File: src/logic/zone3_pkg.sv
/*
 * Constants shared by the rear module compatibility checker: record
 * layout, field positions, fixed codes and the walk's state encoding.
 * Assumes a byte-wide FRU store addressed with 16 bits.
 */
// Operation
// - Only records whose first byte is the OEM type code are candidates.
// - Bit 7 of header byte 1 marks the last record; bits 6:4 are reserved.
// - The low nibble of header byte 1 is the header version and must be 2.
// - Byte 3 is a zero checksum over the body; a failing body is rejected.
// - Byte 4 is a zero checksum over the header; a failing header is bad.
// - Byte 8 holds the fixed industry record identifier 30h.
// - Byte 9 holds the body format version, which must be 1.
// - Byte 10 holds the interface identifier type, 3 meaning OEM owned.
// - Bytes 11 to 13 hold the owner's enterprise number, low byte first.
// - From byte 14 a 32-bit interface designator follows, low byte first.
// - Records match only with equal lengths and equal bytes 9 to the end.
// - The module is compatible when any record matches, else incompatible.
// - A list with no compatibility record yields incompatible.
package zone3_pkg;
    localparam logic [7:0] REC_TYPE_OEM = 8'hc0;
    localparam logic [3:0] HDR_VERSION = 4'h2;
    localparam logic [7:0] PICMG_REC_ID = 8'h30;
    localparam logic [7:0] BODY_VERSION = 8'h01;
    localparam logic [7:0] IFACE_TYPE_OEM = 8'h03;
    localparam int END_BIT = 7;
    localparam int VER_LSB = 0;
    localparam logic [8:0] OFF_TYPE = 9'h000;
    localparam logic [8:0] OFF_FLAGS = 9'h001;
    localparam logic [8:0] OFF_LEN = 9'h002;
    localparam logic [8:0] OFF_BODY_SUM = 9'h003;
    localparam logic [8:0] OFF_HDR_SUM = 9'h004;
    localparam logic [8:0] OFF_BODY = 9'h005;
    localparam logic [8:0] OFF_REC_ID = 9'h008;
    localparam logic [8:0] OFF_MATCH = 9'h009;
    localparam logic [7:0] REF_LEN = 8'h0d;
    localparam int REF_BYTES = 18;

    typedef enum logic [1:0] {
        ST_IDLE = 2'b00,
        ST_HDR = 2'b01,
        ST_BODY = 2'b10,
        ST_DONE = 2'b11
    } walk_state_type;

    function automatic logic [7:0] byte_sum(input logic [7:0] a,
                                            input logic [7:0] b);
        byte_sum = 8'(a + b);
    endfunction
endpackage

File: src/logic/zone3_ref_rom.sv
/*
 * The carrier's own compatibility record, read one byte per cycle.
 * Assumes the reader holds the address until it consumes the data.
 */
`timescale 1ns/1ps
module zone3_ref_rom
#(
    parameter logic [23:0] MAKER_ID = 24'h000002,   // arbitrary value
    parameter logic [23:0] OWNER_ID = 24'h000001,   // arbitrary value
    parameter logic [31:0] DESIGNATOR = 32'h00000001 // arbitrary value
)
(
    input wire logic clock,
    input wire logic rst_n,
    input wire logic [8:0] addr,
    output logic [7:0] data_q
);
    import zone3_pkg::*;

    logic [7:0] rom [0:REF_BYTES-1];

    // checksum bytes sit below the compared range, so they stay zero
    assign rom[0] = REC_TYPE_OEM;
    assign rom[1] = {1'b1, 3'h0, HDR_VERSION};
    assign rom[2] = REF_LEN;
    assign rom[3] = 8'h00;
    assign rom[4] = 8'h00;
    assign rom[5] = MAKER_ID[7:0];
    assign rom[6] = MAKER_ID[15:8];
    assign rom[7] = MAKER_ID[23:16];
    assign rom[8] = PICMG_REC_ID;
    assign rom[9] = BODY_VERSION;
    assign rom[10] = IFACE_TYPE_OEM;
    assign rom[11] = OWNER_ID[7:0];
    assign rom[12] = OWNER_ID[15:8];
    assign rom[13] = OWNER_ID[23:16];
    assign rom[14] = DESIGNATOR[7:0];
    assign rom[15] = DESIGNATOR[15:8];
    assign rom[16] = DESIGNATOR[23:16];
    assign rom[17] = DESIGNATOR[31:24];

    always_ff @(posedge clock or negedge rst_n)
    begin
        if (!rst_n)
            data_q <= 8'h00;
        else if (addr < 9'(REF_BYTES))
            data_q <= rom[addr[4:0]];
        else
            data_q <= 8'h00;
    end
endmodule // zone3_ref_rom

File: config.mk
export PLATFORM = sky130hd
export DESIGN_NAME = zone3_ref_rom
export DESIGN_NICKNAME = d
export VERILOG_FILES = /design/src/logic/zone3_pkg.sv /design/src/logic/zone3_ref_rom.sv
export SDC_FILE = /design/constraint.sdc
export NUM_CORES = 1
export LEC_CHECK = 0
export ABC_AREA = 0
export BUFFER_PORTS_ARGS = -buffer_cell sky130_fd_sc_hd__buf_2
export CELL_PAD_IN_SITES_DETAIL_PLACEMENT = 1
export CELL_PAD_IN_SITES_GLOBAL_PLACEMENT = 2
export CORE_MARGIN = 8
export CORE_UTILIZATION = 18
export CTS_CLUSTER_DIAMETER = 60
export DETAILED_ROUTE_END_ITERATION = 6
export GPL_TIMING_DRIVEN = 0
export PLACE_DENSITY = 0.78
export SLEW_MARGIN = 10
export SYNTH_ARGS = -nofsm -noshare
export SYNTH_HDL_FRONTEND = slang
export SYNTH_SLANG_ARGS = --single-unit
export TNS_END_PERCENT = 30
File: constraint.sdc
create_clock -name clock -period 0.8 [get_ports clock]
set_input_delay 0.08 -clock clock [delete_from_list [all_inputs] [get_ports clock]]
set_output_delay 0.08 -clock clock [all_outputs]
set_load 0.005 [all_outputs]
==> metrics.csv <==
stage,metric,value,unit
status,status,"complete, but fails checks",
status,failing checks,negative setup slack,
cts,Post-CTS Setup Inserts,0,
worst_hold_path,Hold Crit Depth,2,
worst_setup_path,CP dominant cell by count,buf_6,
worst_hold_path,Hold Crit Class,input port to flop,
layout,Final nets,61,
layout,area of the multi-input gates,118,sq um
placement,routability congestion estimate,0.751,
synth,Post-Synthesis Cells,26,
synth,yosys synthesis warning count,0,
detailed_routing,Avg WL per Cell,11.6,um
worst_setup_path,worst path bufs/invs,2,
layout,layout cells sized above 1,58.3,%
worst_setup_path,Worst EP required,0.72,ns
floorplan,overall die height,55.9,um
synth,Synth Cell Area,287,sq um
sta,final critical-path required period,0.917,ns
synth,synthesized area per cell,11.0,sq um
worst_setup_path,"CP delay by family, top",flip-flops,
cts,CTS Buf Count,3,
cts,clk buf depth,2,
sta,Slew headroom,83.7,%
power_and_ir_drop,VDD IR max,0.000267,V
worst_hold_path,hold path startpoint,addr[0],
sta,Final Max Slew Viols,0,
sta,Final WS setup,-0.117,ns
layout,Filler Cell Count,180,
worst_setup_path,"Largest stage delay, worst path",0.38,ns
global_routing,initial antenna violation count,0,
sta,Min Hold Slack,0.0465,ns
floorplan,die area,3120,sq um
synth,post-synth cell types,16,
global_routing,largest net degree at the start of global routing,8,
layout,synthesis-to-layout area growth,56.8,%
layout,most frequent cells in the layout,"buf_2, dfrtp_1, buf_6, nor2_1, clkbuf_4",
detailed_routing,via count,262,
global_routing,first-pass GRT wire length,1240,um
cts,Worst-path clk slew,0.04,ns
sta,Final Setup Violations,4,
synth,Synth top area share,52.4,%
floorplan,io pins,19,
worst_setup_path,crit-path cells,buf_6 -> buf_6,
worst_setup_path,Critical Path AT,0.84,ns
layout,final instance area,449,sq um
layout,top flop regs,data_q (6),
cts,CTS H-tree depth,1,
worst_setup_path,Startpoint Class,flop,
synth,largest cells by area after synthesis,"dfrtp_1, nor3_2, buf_4",
cts,Sinks on Clock Net,6,
sta,fmax,1090,MHz
floorplan,Die Span X,55.9,um
detailed_routing,Remaining DRCs,0,
worst_setup_path,worst-path fanout max,2,
sta,Final Hold Viols,0,
placement,worst slack at placement,-0.0294,ns
layout,max reg flops,6,
run,total of max-cap violations,0,
global_routing,Total GRT Usage,5.00,%
global_routing,vias in the first global route,288,
power_and_ir_drop,Lkg Pwr,0.000229,uW
worst_setup_path,highest-delay cell along the critical path,dfrtp_1,
worst_setup_path,Worst Setup SP,data_q[5]$_DFF_PN0_,
synth,Post-Syn Nets,37,
detailed_routing,1st-iter DRT viols,2,
layout,Seq. cell area,150,sq um
detailed_routing,drt pass-1 iters,2,
detailed_routing,drt total wl,740,um
worst_setup_path,CP endpoint kind,primary output,
power_and_ir_drop,PD cells,1440,nW/um^2
floorplan,initial cell density of the core,19.0,%
detailed_routing,ANT nets after route,0,
cts,CTS root buf,clkbuf_4,
cts,CTS tree,built,
worst_setup_path,crit path kind,flop to primary output,
sta,Worst-Margin Slew,0.243,ns
placement,placed cell area,397,sq um
detailed_routing,Vias/cell,4.09,
synth,cell accounting for the most synthesized area,dfrtp_1,
layout,Reg with most FFs,data_q,
layout,diodes inserted,0,
synth,Yosys reg bits,6,
placement,Port Buffer Count,18,
placement,Post-DP HPWL,656,um
sta,RSZ-0062 raised after global routing,true,
floorplan,floorplan row count,14,
global_routing,total gr overflow,0,
worst_setup_path,total stage count of the critical path,2,
layout,"most common cell after layout, fill and taps aside",buf_2,
synth,register area share after synthesis,52.4,%
sta,crit share post-route,115,%
floorplan,CORE AREA,1510,sq um
[cells by family (layout without fill, tap and decap cells)]
| kind of cell | Yosys count | after routing | share of synthesized area [%] |
|---|---|---|---|
| AOI/OAI and AO/OA | 3 | 3 | 6.55 |
| buffers and inverters | 3 | 25 | 6.55 |
| DFF | 6 | 6 | 52.4 |
| and+or+nand+nor | 14 | 14 | 34.5 |
[synth_stat cells]
cell type and instances:
nand2_1 2, nand2_2 1, buf_4 2, nor4b_2 1, nor4_2 1, o21ai_0 1
nor2b_1 1, nor2_1 3, nor4_1 1, and2b_1 1, a32oi_1 1, or3_1 1
a21oi_1 1, inv_1 1, dfrtp_1 6, nor3_2 2
[layout make-up]
type                       instances  area share (%)
timing repair buffer              19            25.1
buffer                             2            5.01
sequential                         6            33.4
multi-input combinational         17            26.2
inverter                           1           0.836
clock buffer                       3            5.01
tap                               16            4.46
[worst paths after layout]
kind                                        to  slack [ns]
setup / recovery                     data_q[5]       -0.12
hold / removal             data_q[5]$_DFF_PN0_        0.05
max in group asynchronous  data_q[3]$_DFF_PN0_        0.47
min in group asynchronous  data_q[5]$_DFF_PN0_        0.20
[power breakdown]
group	switching [uW]	leakage, uW	internal (uW)
Combinational	39.0	0.000132	34.0
Clock	97.1	0.0000138	169
Sequential	0.308	0.0000838	306
[metal layers]
layer  vias to the layer above  GRT usage (%)  share of wire (%)
li1                        134              -                  -
met1                       117           4.29                 36
met2                        11           7.69                 55
met3                         0           2.97                8.6
met4                         0           5.15                  0
met5                         -              0                  0
[per-stage QoR]
step           total power [uW]  util [%]  std cells  setup TNS, ns
2_1_floorplan               334         -         26              0
3_3_place_gp                380      26.3         60        -0.0928
3_5_place_dp                381      26.3         60        -0.0929
4_1_cts                     668      29.2         64         -0.383
5_1_grt                     688      29.8         64         -0.512
6_report                    645      29.8         64         -0.287
[repair_timing]
item / 4_1_cts / 5_1_grt
resized for setup: 2 / 2
setup endpoints to repair: 6 / 8
hold buffers: 1 / 0
hold endpoints to repair: 6 / 0
Power figures use the tool's default switching activity.
